$ cat src/fdrf_pkg.sv
/*
 * fdrf_pkg: register offsets, field positions, reset values, step table and
 * slot timing for the fan duty ramp and floor block.
 * assumes: an 8-bit register port with byte-wide offsets.
 */
`default_nettype none

package fdrf_pkg;

    // ------------------------------------------------------------------
    // register map
    // ------------------------------------------------------------------
    localparam logic [7:0] ADDR_ACOUSTIC_RAMP_CONTROL = 8'h62;
    localparam logic [7:0] ADDR_FAN1_FLOOR_DUTY       = 8'h64;
    localparam logic [7:0] ADDR_FAN2_FLOOR_DUTY       = 8'h65;
    localparam logic [7:0] ADDR_FAN3_FLOOR_DUTY       = 8'h66;
    // below-start choice bits and mode, kept at a register of their own
    localparam logic [7:0] ADDR_FAN_MODE_CONTROL      = 8'h63;

    // ------------------------------------------------------------------
    // fields
    // ------------------------------------------------------------------
    localparam int STEP3_LSB  = 0;
    localparam int SMOOTH3_BIT = 3;
    localparam int STEP2_LSB  = 4;
    localparam int SMOOTH2_BIT = 7;
    localparam int AUTO_MODE_BIT = 0;
    localparam int KEEP_FLOOR1_BIT = 5;
    localparam int KEEP_FLOOR2_BIT = 6;
    localparam int KEEP_FLOOR3_BIT = 7;

    // ------------------------------------------------------------------
    // reset values
    // ------------------------------------------------------------------
    localparam logic [7:0] RST_ACOUSTIC_RAMP_CONTROL = 8'h00;
    localparam logic [7:0] RST_FLOOR_DUTY            = 8'h80;
    localparam logic [7:0] RST_FAN_MODE_CONTROL      = 8'h00;

    // ------------------------------------------------------------------
    // slot timing: 1 step at code 000 moves 33% to 100% (171 counts) in 35 s
    // ------------------------------------------------------------------
    localparam int  CLK_MHZ        = 250;
    localparam int  SLOT_US        = 204_678;
    localparam longint SLOT_CYCLES = longint'(SLOT_US) * longint'(CLK_MHZ);

    typedef enum logic [2:0] {
        FDRF_IDLE = 3'b001,
        FDRF_RAMP = 3'b010,
        FDRF_HOLD = 3'b100
    } fdrf_state_t;

    function automatic logic [7:0] step_of(input logic [2:0] code);
        case (code)
            3'h0: step_of = 8'h01;
            3'h1: step_of = 8'h02;
            3'h2: step_of = 8'h03;
            3'h3: step_of = 8'h05;
            3'h4: step_of = 8'h08;
            3'h5: step_of = 8'h0c;
            3'h6: step_of = 8'h18;
            default: step_of = 8'h30;
        endcase
    endfunction

endpackage

`default_nettype wire

$ cat src/fdrf_ramp.sv
/*
 * fdrf_ramp: one drive's duty ramp toward a target.
 * assumes: slot_tick is a one-cycle pulse; target stable or slowly changing.
 */
`default_nettype none

module fdrf_ramp (
    input  wire logic       clk,
    input  wire logic       rst,
    input  wire logic       slot_tick,
    input  wire logic       smooth_en,
    input  wire logic [2:0] step_sel,
    input  wire logic [7:0] target,
    output logic      [7:0] duty
);

    logic [7:0] duty_reg;
    logic [7:0] duty_next;
    logic [7:0] step;
    logic [8:0] up_sum;
    logic [8:0] dn_dif;
    fdrf_pkg::fdrf_state_t state_reg;

    assign step   = fdrf_pkg::step_of(step_sel);
    assign up_sum = {1'b0, duty_reg} + {1'b0, step};
    assign dn_dif = {1'b0, duty_reg} - {1'b0, step};

    always_comb begin
        duty_next = duty_reg;
        if (!smooth_en) begin
            duty_next = target;
        end else if (slot_tick) begin
            // clamp at target: no overshoot, no wrap
            if (duty_reg < target) begin
                duty_next = (up_sum[8] || up_sum[7:0] > target) ? target : up_sum[7:0];
            end else if (duty_reg > target) begin
                duty_next = (dn_dif[8] || dn_dif[7:0] < target) ? target : dn_dif[7:0];
            end
        end
    end

    always_ff @(posedge clk) begin
        if (rst) begin
            duty_reg <= 8'h00;
        end else begin
            duty_reg <= duty_next;
        end
    end

    always_ff @(posedge clk) begin
        if (rst) begin
            state_reg <= fdrf_pkg::FDRF_IDLE;
        end else begin
            case (state_reg)
                fdrf_pkg::FDRF_IDLE: state_reg <= (duty_next != target) ? fdrf_pkg::FDRF_RAMP : fdrf_pkg::FDRF_HOLD;
                fdrf_pkg::FDRF_RAMP: state_reg <= (duty_next == target) ? fdrf_pkg::FDRF_HOLD : fdrf_pkg::FDRF_RAMP;
                fdrf_pkg::FDRF_HOLD: state_reg <= (duty_next != target) ? fdrf_pkg::FDRF_RAMP : fdrf_pkg::FDRF_HOLD;
                default:             state_reg <= fdrf_pkg::FDRF_IDLE;
            endcase
        end
    end

    assign duty = duty_reg;
endmodule

`default_nettype wire

$ cat src/fdrf_top.sv
/*
 * fdrf_top: fan duty ramp and floor block with its registers.
 * assumes: register port master on CORE_CLK, one-cycle strobes, never both;
 * target duties come from the fan control loop on the same clock.
 */
`default_nettype none

module fdrf_top #(
    parameter longint SLOT_CYCLES = fdrf_pkg::SLOT_CYCLES
) (
    input  wire logic       CORE_CLK,
    input  wire logic       RST,
    input  wire logic [7:0] REG_ADDR,
    input  wire logic [7:0] REG_WDATA,
    input  wire logic       REG_WR,
    input  wire logic       REG_RD,
    output logic      [7:0] REG_RDATA,
    input  wire logic [7:0] CALC_DUTY_1,
    input  wire logic [7:0] CALC_DUTY_2,
    input  wire logic [7:0] CALC_DUTY_3,
    input  wire logic [2:0] BELOW_START,
    output logic      [7:0] FAN_DRIVE_1,
    output logic      [7:0] FAN_DRIVE_2,
    output logic      [7:0] FAN_DRIVE_3
);

    initial begin
        if (SLOT_CYCLES < 2 || SLOT_CYCLES > 64'd4294967295) begin
            $error("SLOT_CYCLES out of range");
        end
    end

    // ------------------------------------------------------------------
    // registers
    // ------------------------------------------------------------------
    logic [7:0]  ramp_ctrl_reg;
    logic [7:0]  mode_ctrl_reg;
    logic [7:0]  floor_duty_reg [3];
    logic [7:0]  rdata_reg;
    logic        auto_mode;
    logic [2:0]  ramp_step_sel_drive3;
    logic [2:0]  ramp_step_sel_drive2;
    logic        smooth_enable_drive3;
    logic        smooth_enable_drive2;
    logic [2:0]  below_start_keep_floor;

    assign ramp_step_sel_drive3   = ramp_ctrl_reg[fdrf_pkg::STEP3_LSB +: 3];
    assign smooth_enable_drive3   = ramp_ctrl_reg[fdrf_pkg::SMOOTH3_BIT];
    assign ramp_step_sel_drive2   = ramp_ctrl_reg[fdrf_pkg::STEP2_LSB +: 3];
    assign smooth_enable_drive2   = ramp_ctrl_reg[fdrf_pkg::SMOOTH2_BIT];
    assign auto_mode              = mode_ctrl_reg[fdrf_pkg::AUTO_MODE_BIT];
    assign below_start_keep_floor = {mode_ctrl_reg[fdrf_pkg::KEEP_FLOOR3_BIT],
                                     mode_ctrl_reg[fdrf_pkg::KEEP_FLOOR2_BIT],
                                     mode_ctrl_reg[fdrf_pkg::KEEP_FLOOR1_BIT]};

    always_ff @(posedge CORE_CLK) begin
        if (RST) begin
            ramp_ctrl_reg <= fdrf_pkg::RST_ACOUSTIC_RAMP_CONTROL;
        end else if (REG_WR && REG_ADDR == fdrf_pkg::ADDR_ACOUSTIC_RAMP_CONTROL) begin
            ramp_ctrl_reg <= REG_WDATA;
        end
    end

    always_ff @(posedge CORE_CLK) begin
        if (RST) begin
            mode_ctrl_reg <= fdrf_pkg::RST_FAN_MODE_CONTROL;
        end else if (REG_WR && REG_ADDR == fdrf_pkg::ADDR_FAN_MODE_CONTROL) begin
            mode_ctrl_reg <= REG_WDATA & 8'he1;
        end
    end

    // floor duties, linear 8-bit scale
    always_ff @(posedge CORE_CLK) begin
        if (RST) begin
            for (int i = 0; i < 3; i++) begin
                floor_duty_reg[i] <= fdrf_pkg::RST_FLOOR_DUTY;
            end
        end else if (REG_WR && !auto_mode) begin
            for (int i = 0; i < 3; i++) begin
                if (REG_ADDR == fdrf_pkg::ADDR_FAN1_FLOOR_DUTY + 8'(i)) begin
                    floor_duty_reg[i] <= REG_WDATA;
                end
            end
        end
    end

    always_ff @(posedge CORE_CLK) begin
        if (RST) begin
            rdata_reg <= 8'h00;
        end else if (REG_RD) begin
            case (REG_ADDR)
                fdrf_pkg::ADDR_ACOUSTIC_RAMP_CONTROL: rdata_reg <= ramp_ctrl_reg;
                fdrf_pkg::ADDR_FAN_MODE_CONTROL:      rdata_reg <= mode_ctrl_reg;
                fdrf_pkg::ADDR_FAN1_FLOOR_DUTY:       rdata_reg <= floor_duty_reg[0];
                fdrf_pkg::ADDR_FAN2_FLOOR_DUTY:       rdata_reg <= floor_duty_reg[1];
                fdrf_pkg::ADDR_FAN3_FLOOR_DUTY:       rdata_reg <= floor_duty_reg[2];
                default:                              rdata_reg <= 8'h00;
            endcase
        end else begin
            rdata_reg <= 8'h00;
        end
    end

    assign REG_RDATA = rdata_reg;

    // ------------------------------------------------------------------
    // time slot
    // ------------------------------------------------------------------
    logic [31:0] slot_cnt_reg;
    logic        slot_tick;

    // slot length sets 35 s per 171 counts at step 1
    always_ff @(posedge CORE_CLK) begin
        if (RST) begin
            slot_cnt_reg <= 32'h0000_0000;
        end else if (slot_cnt_reg == 32'(SLOT_CYCLES - 1)) begin
            slot_cnt_reg <= 32'h0000_0000;
        end else begin
            slot_cnt_reg <= slot_cnt_reg + 32'h0000_0001;
        end
    end

    assign slot_tick = (slot_cnt_reg == 32'(SLOT_CYCLES - 1));

    // ------------------------------------------------------------------
    // targets with floor
    // ------------------------------------------------------------------
    logic [7:0] target [3];
    logic [7:0] calc   [3];

    assign calc[0] = CALC_DUTY_1;
    assign calc[1] = CALC_DUTY_2;
    assign calc[2] = CALC_DUTY_3;

    always_comb begin
        for (int i = 0; i < 3; i++) begin
            target[i] = calc[i];
            if (auto_mode) begin
                if (BELOW_START[i]) begin
                    target[i] = below_start_keep_floor[i] ? floor_duty_reg[i] : 8'h00;
                end else if (calc[i] < floor_duty_reg[i]) begin
                    target[i] = floor_duty_reg[i];
                end
            end
        end
    end

    // ------------------------------------------------------------------
    // drives
    // ------------------------------------------------------------------
    logic [7:0] drive1_reg;

    always_ff @(posedge CORE_CLK) begin
        if (RST) begin
            drive1_reg <= 8'h00;
        end else begin
            drive1_reg <= target[0];
        end
    end

    assign FAN_DRIVE_1 = drive1_reg;

    fdrf_ramp u_ramp2 (
        .clk       (CORE_CLK),
        .rst       (RST),
        .slot_tick (slot_tick),
        .smooth_en (smooth_enable_drive2),
        .step_sel  (ramp_step_sel_drive2),
        .target    (target[1]),
        .duty      (FAN_DRIVE_2)
    );

    fdrf_ramp u_ramp3 (
        .clk       (CORE_CLK),
        .rst       (RST),
        .slot_tick (slot_tick),
        .smooth_en (smooth_enable_drive3),
        .step_sel  (ramp_step_sel_drive3),
        .target    (target[2]),
        .duty      (FAN_DRIVE_3)
    );
endmodule

`default_nettype wire

$ cat config.mk
export PLATFORM = sky130hd
export DESIGN_NAME = fdrf_top
export DESIGN_NICKNAME = d
export VERILOG_FILES = /design/src/fdrf_pkg.sv /design/src/fdrf_ramp.sv /design/src/fdrf_top.sv
export SDC_FILE = /design/constraint.sdc
export NUM_CORES = 1
export LEC_CHECK = 0
export BUFFER_PORTS_ARGS = -buffer_cell sky130_fd_sc_hd__clkbuf_2
export CORE_MARGIN = 1
export CORE_UTILIZATION = 30
export CTS_BUF_LIST = sky130_fd_sc_hd__clkbuf_8
export DETAILED_ROUTE_END_ITERATION = 7
export PLACE_DENSITY_LB_ADDON = 0.08
export SLEW_MARGIN = 20
export SYNTH_ARGS = -nofsm -noshare
export SYNTH_HDL_FRONTEND = slang
export SYNTH_SLANG_ARGS = --single-unit
$ cat constraint.sdc
create_clock -name CORE_CLK -period 10.34 [get_ports CORE_CLK]
set_clock_uncertainty 0.1 [all_clocks]
set_input_delay 1.034 -clock CORE_CLK [delete_from_list [all_inputs] [get_ports CORE_CLK]]
set_output_delay 1.034 -clock CORE_CLK [all_outputs]
set_load 0.005 [all_outputs]
# Word-level counts from Yosys, hierarchy flattened
# Memories as Yosys holds them, arrays and structs flattened.
# Cells that the tools add are included.
dict set report totals {
  ram_bits 24
  memories 1
  regBits 76
  input_bits 47
}
dict set report op_classes {
  order_cmp 11
  eq_ne 22
  muxes 44
  n_addsub 5
  reduce_logical 14
  bitwise_logic 4
}
# name depth width rd rd_clocked_by_memory_dff write_ports line
set memory_table {}
lappend memory_table {floor_duty_reg 3 8 3 0 3 fdrf_top.sv:38} ;# logic [7:0] floor_duty_reg [3];
# op n
set op_table {}
lappend op_table {{two-way mux 8 bit} 27}
lappend op_table {{case mux 6 bit (7 select lines)} 2}
lappend op_table {{less-than comparator 8 bit} 7}
lappend op_table {{== test 8 x 7 -> 1 bit, second input constant} 5}
lappend op_table {{case mux 8 bit (5 select lines)} 1}
lappend op_table {{adder 32 x 1 -> 32 bit, second input constant} 1}
lappend op_table {{== test 32 x 26 -> 1 bit, second input constant} 1}
lappend op_table {{greater-than comparator 8 bit} 4}
lappend op_table {{adder 8 x 6 -> 9 bit} 2}
lappend op_table {{== test 3 bit, second input constant} 6}
lappend op_table {{subtractor 8 x 6 -> 9 bit} 2}
lappend op_table {{two-way mux 1 bit} 14}
lappend op_table {{== test 3 x 2 -> 1 bit, second input constant} 4}
lappend op_table {{== test 3 x 1 -> 1 bit, second input constant} 2}
lappend op_table {{logical NOT 3 bit} 2}
lappend op_table {{!= test 3 x 1 -> 1 bit, second input constant} 2}
lappend op_table {{logical OR 1 bit} 4}
lappend op_table {{!= test 2 x 1 -> 1 bit, second input constant} 2}
lappend op_table {{AND reduction 2 bit} 2}
lappend op_table {{OR reduction 2 bit} 2}
lappend op_table {{logical AND 1 bit} 3}
lappend op_table {{bitwise OR 1 bit} 3}
lappend op_table {{logical NOT 1 bit} 1}
lappend op_table {{NOT 1 bit} 1}

# Longest topological paths before layout
# An unclocked memory read counts as a cell.
dict set report logic_depth {
  depth_word 12
  mapped_depth 21
  ltp_nobuf 20
}

# Hierarchy
# From an unflattened synthesis, not the netlist that was laid out.
dict set report hier_totals {
  hier_cells 955
  area_unflattened_um2 8247.9
}
# mod instances cells_each seq_area_each_um2 area_per_inst_um2
set by_module_without_submodules {}
lappend by_module_without_submodules {fdrf_top 1 485 1921.8 4578.1}
lappend by_module_without_submodules {{fdrf_ramp at u_ramp2} 1 239 160.2 1851.8}
lappend by_module_without_submodules {{fdrf_ramp at u_ramp3} 1 231 160.2 1818.0}

# Worst setup path after synthesis
# Ideal clock, no wire load.
dict set report synth_path {
  path_type {input -> register}
  start {input CALC_DUTY_3[2]}
  end {register u_ramp3.duty_reg[2] (netlist: u_ramp3.duty[2])}
  t_required_ns 10.102
  slack_ns 5.781
  path_stages 17
  t_arrival_ns 4.320
  path_buffers 1
  setup_time_ns 0.138
  path_cell_list {ha_1 > or3_1 > o21ai_0 > o31ai_2 > a211o_1 > a21oi_4 > a22oi_1 > ha_1 > a21o_1 > a22oi_1 > a31oi_1 > o21a_1 > a311o_1 > or2_0 > clkbuf_1 > o221ai_1 > a211oi_1}
}
dict set report synth_via {
  elab_chain_cells 11
  word_cells_on_any_way 18
  classes_between {order compare: 5; eq/ne: 1; mux: 9; reduce/logical: 3}
}
# element line
set synth_rtl {}
lappend synth_rtl {{start: declaration} fdrf_top.sv:20} ;# input wire logic [7:0] CALC_DUTY_3,
lappend synth_rtl {{less-than comparator 8 bit} fdrf_top.sv:141} ;# end else if (calc[i] < floor_duty_reg[i]) begin
lappend synth_rtl {{two-way mux 8 bit} fdrf_top.sv:141}
lappend synth_rtl {{two-way mux 8 bit} fdrf_top.sv:139} ;# if (BELOW_START[i]) begin
lappend synth_rtl {{two-way mux 8 bit (*)} fdrf_top.sv:138} ;# if (auto_mode) begin
lappend synth_rtl {{less-than comparator 8 bit} fdrf_ramp.sv:37} ;# duty_next = (dn_dif[8] || dn_dif[7:0] < target) ? target : dn_dif[7:0];
lappend synth_rtl {{logical OR 1 bit} fdrf_ramp.sv:37}
lappend synth_rtl {{two-way mux 8 bit} fdrf_ramp.sv:37}
lappend synth_rtl {{two-way mux 8 bit} fdrf_ramp.sv:36} ;# end else if (duty_reg > target) begin
lappend synth_rtl {{two-way mux 8 bit} fdrf_ramp.sv:34} ;# if (duty_reg < target) begin
lappend synth_rtl {{two-way mux 8 bit} fdrf_ramp.sv:32} ;# end else if (slot_tick) begin
lappend synth_rtl {{two-way mux 8 bit} fdrf_ramp.sv:30} ;# if (!smooth_en) begin
lappend synth_rtl {{end signal: assignment} fdrf_ramp.sv:46} ;# duty_reg <= duty_next;
lappend synth_rtl {{end: declaration} fdrf_ramp.sv:17} ;# logic [7:0] duty_reg;
# Every way passes the cells marked *; elsewhere a longest branch is shown, timed or not. The select of a mux whose other input is x is not followed.
# A chain may end at the register's enable or synchronous reset.

# Final worst setup path
dict set report layout_path {
  start {input CALC_DUTY_2[6]}
  end {register u_ramp2.duty_reg[0] (netlist: u_ramp2.duty[0])}
}
dict set report layout_via {
  elab_chain_cells 11
  word_cells_on_any_way 18
  classes_between {order compare: 5; eq/ne: 1; mux: 9; reduce/logical: 3}
}
# element line
set layout_rtl {}
lappend layout_rtl {{start: declaration} fdrf_top.sv:19} ;# input wire logic [7:0] CALC_DUTY_2,
lappend layout_rtl {{less-than comparator 8 bit} fdrf_top.sv:141}
lappend layout_rtl {{two-way mux 8 bit} fdrf_top.sv:141}
lappend layout_rtl {{two-way mux 8 bit} fdrf_top.sv:139}
lappend layout_rtl {{two-way mux 8 bit (*)} fdrf_top.sv:138}
lappend layout_rtl {{less-than comparator 8 bit} fdrf_ramp.sv:37}
lappend layout_rtl {{logical OR 1 bit} fdrf_ramp.sv:37}
lappend layout_rtl {{two-way mux 8 bit} fdrf_ramp.sv:37}
lappend layout_rtl {{two-way mux 8 bit} fdrf_ramp.sv:36}
lappend layout_rtl {{two-way mux 8 bit} fdrf_ramp.sv:34}
lappend layout_rtl {{two-way mux 8 bit} fdrf_ramp.sv:32}
lappend layout_rtl {{two-way mux 8 bit} fdrf_ramp.sv:30}
lappend layout_rtl {{end signal: assignment} fdrf_ramp.sv:46}
lappend layout_rtl {{end: declaration} fdrf_ramp.sv:17}
# Marks and branches as above.

==> impl_metrics.ini <==
[cts]
path_clk_slew_ns = 0.11
cts_setup_buffers = 0
cts_hold_buf = 0
htree_num_levels = 3
numCtsBuffers = 9
cts-resized-gates = 0
cts_buffer_depth = 2
cts_sinks = 100
cts_tree = done
root_buffer = clkbuf_8
clock_latency_ns = 0.39

[yosys]
synth_fp_nets = 1035
yosys.area.top_type = dfxtp_1
ys_warn_count = 0
synth_cell_types = 82
yosysSeqAreaShare_pct = 29.68
synth-main-ff-cell = dfxtp_1
synthArstFlopShare_pct = 0
netlist_instances = 890
ys_ff_latch = 100
synth.area.top_cells = dfxtp_1, ha_1, edfxtp_1
synth.cell_area_mm2 = 0.007555
synth.top_cell.area_share_pct = 20.14
syn_avg_cell_area_um2 = 8.488
synth_edf_count = 24

[layout]
final_net_count = 1104
area_delta_synth_final_pct = 12.22
largest_reg_flops = 32
fin_cells = 1289
layout-drive-gt1-share_pct = 13.38

[critical_path]
required_ns = 10.52
cp_max_fo = 9
worst_path_max_delay_cell = a22oi_1
critPathLaunch = CALC_DUTY_2[6]
cp.arrival_ns = 5.12
critPathMaxStageDelay_ns = 0.51
crit_type = primary input to flop
critPathLaunchType = primary input
path_cells = clkbuf_2 > ha_1 > a21o_1 > a221oi_1 > o21a_1 > o21ai_1 > a22oi_1 > ha_1 > a211o_1 > nor4b_1 > nand2_1 > o21ai_2 > o21a_1 > a21boi_0 > o221a_2
r2r-start = floor_duty_reg[0][15]$_DFFE_PP_
cp-end-kind = flop

[min_path]
hp-class = flop to flop
worstHoldStart = slot_cnt_reg[0]$_SDFF_PP0_

[placed_design]
hpwl_um = 18310
dp_slack_ns = 5.056
portBuffers = 78
place_congestion = 0.8526
dp.cells = 1272

[routing]
drtIter0Drc = 483
routed_via_density = 5.161
ant_nets = 0
drc = 0
dr.pass1.iters = 5
wl_per_cell_um = 17.96
vias = 6652
drt_wl_total_um = 23150

[sta]
fin_crit_sh_pct = 47.78
slew_headroom_pct = 31.22
max_freq_mhz = 202.4
setup_viol = 0
fin_tns_setup_ns = 0
rsz0062_at_grt = false
setup_ws_ns = 5.400
max_slew.worst_pin.slew_ns = 1.021
hold_viol = 0
min_period_ns = 4.940
drv_slew = 0

[floorplanning]
die-area_mm2 = 0.02582
core-area_mm2 = 0.02453
fp.dieW_um = 160.7
pin_count = 79
start_util_pct = 30.79
die_h_um = 160.7
rows = 57

[grt]
grt_start_max_net_pins = 32
grt_pass1_vias = 6293
overflow = 0
grt_pass1_wl_um = 36070
antenna_found_initial = 2
grtUsageTotal_pct = 18.15

[pwr]
p_leak_uw = 0.003638
power.density_mw_per_mm2 = 100.3
irDropWorstVdd_v = 0.00005957

[job]
cap_viol_max_count = 0

[status]
status = finished, final reports clean
-- cell usage in the layout, fill, tap and decap left out, drive strengths merged, types with 10 or more instances in the layout --
master | netlist | layout
edfxtp | 24 | 24
o21ai | 42 | 42
nand2 | 87 | 87
nand2b | 13 | 13
ha | 94 | 94
inv | 76 | 78
dfxtp | 76 | 76
xnor2 | 16 | 16
a21oi | 60 | 60
xor2 | 33 | 33
a22oi | 22 | 22
nand4 | 12 | 12
a21o | 15 | 15
nor2 | 81 | 81
nand3 | 24 | 24
clkbuf | 20 | 87
and2 | 12 | 12
a211oi | 10 | 10
a221oi | 11 | 11
-- power by group --
group	total [uW]	internal [uW]	leakage, uW	switching [uW]
clock	252	91.7	0.0000970	160
sequential	421	408	0.000870	12.6
combinational	178	71.5	0.00267	106
-- metrics by stage --
stage | util [%] | hold WS (ns) | area (um^2) | power [uW]
3_5_place_dp | 33.77 | 0.3491 | 8285 | 605.6
5_1_grt | 34.55 | 0.3807 | 8476 | 898.5
3_3_place_gp | 33.77 | 0.3379 | 8285 | 607.4
4_1_cts | 34.52 | 0.3682 | 8468 | 859.5
6_report | 34.56 | 0.3666 | 8478 | 850.5
2_1_floorplan | - | 0.3175 | 7555 | 543.7
-- layer usage --
| metal | GRT usage, % | vias up | part of all wire, % |
|---|---|---|---|
| met5 | 0 | - | 0.056 |
| met4 | 3.345 | 2 | 0.86 |
| met3 | 3.383 | 14 | 5.4 |
| met2 | 27.86 | 168 | 43 |
| met1 | 26.45 | 3124 | 51 |
| li1 | - | 3344 | - |
-- synthesized netlist by cell type (all sizes together), types with 11 or more instances --
cell type,n
xor2,33
a22oi,22
inv,76
nand3,24
o21ai,42
a21o,15
clkbuf,20
dfxtp,76
a221oi,11
and2,12
xnor2,16
ha,94
a21oi,60
edfxtp,24
nor2,81
nand2,87
nand2b,13
nand4,12
-- logic make-up (layout without fill, tap and decap cells) --
logic type	count (synthesis)	count (layout)	synth area share, %
AOI/OAI and AO/OA	237	237	21.83
DFF	100	100	29.68
xor gates and xnor gates	49	49	5.681
adders and majority gates	98	98	16.63
muxes	11	11	1.524
other	0	1	0
buffers and inverters	99	173	5.035
and+or+nand+nor	296	296	19.63
-- path summary, 6_finish.rpt --
kind,to,depth (start not counted),slack [ns]
worst max-delay path,u_ramp2.duty[0]$_SDFFE_PP0P_,15,5.40
worst min-delay path,slot_cnt_reg[0]$_SDFF_PP0_,1,0.37
worst max register to register,u_ramp2.duty[0]$_SDFFE_PP0P_,15,5.69
worst min register to register,slot_cnt_reg[0]$_SDFF_PP0_,1,0.37
-- worst max-delay path: cells and delay by family --
family	cells	cell delay [ns]
adders and majority gates	2	0.64
and+or+nand+nor	2	0.42
buffers and inverters	1	0.09
AOI/OAI and AO/OA	10	2.94
-- cell type report --
class	instances	area, um^2
Antenna cell	1	2.502
Clock buffer	9	123.9
Clock inverter	7	58.81
Fill cell	2651	16060
Inverter	76	285.3
Multi-Input combinational cell	691	4947
Sequential cell	100	2242
Tap cell	324	405.4
Timing Repair Buffer	81	412.9
(Power assumes the default switching activity.)
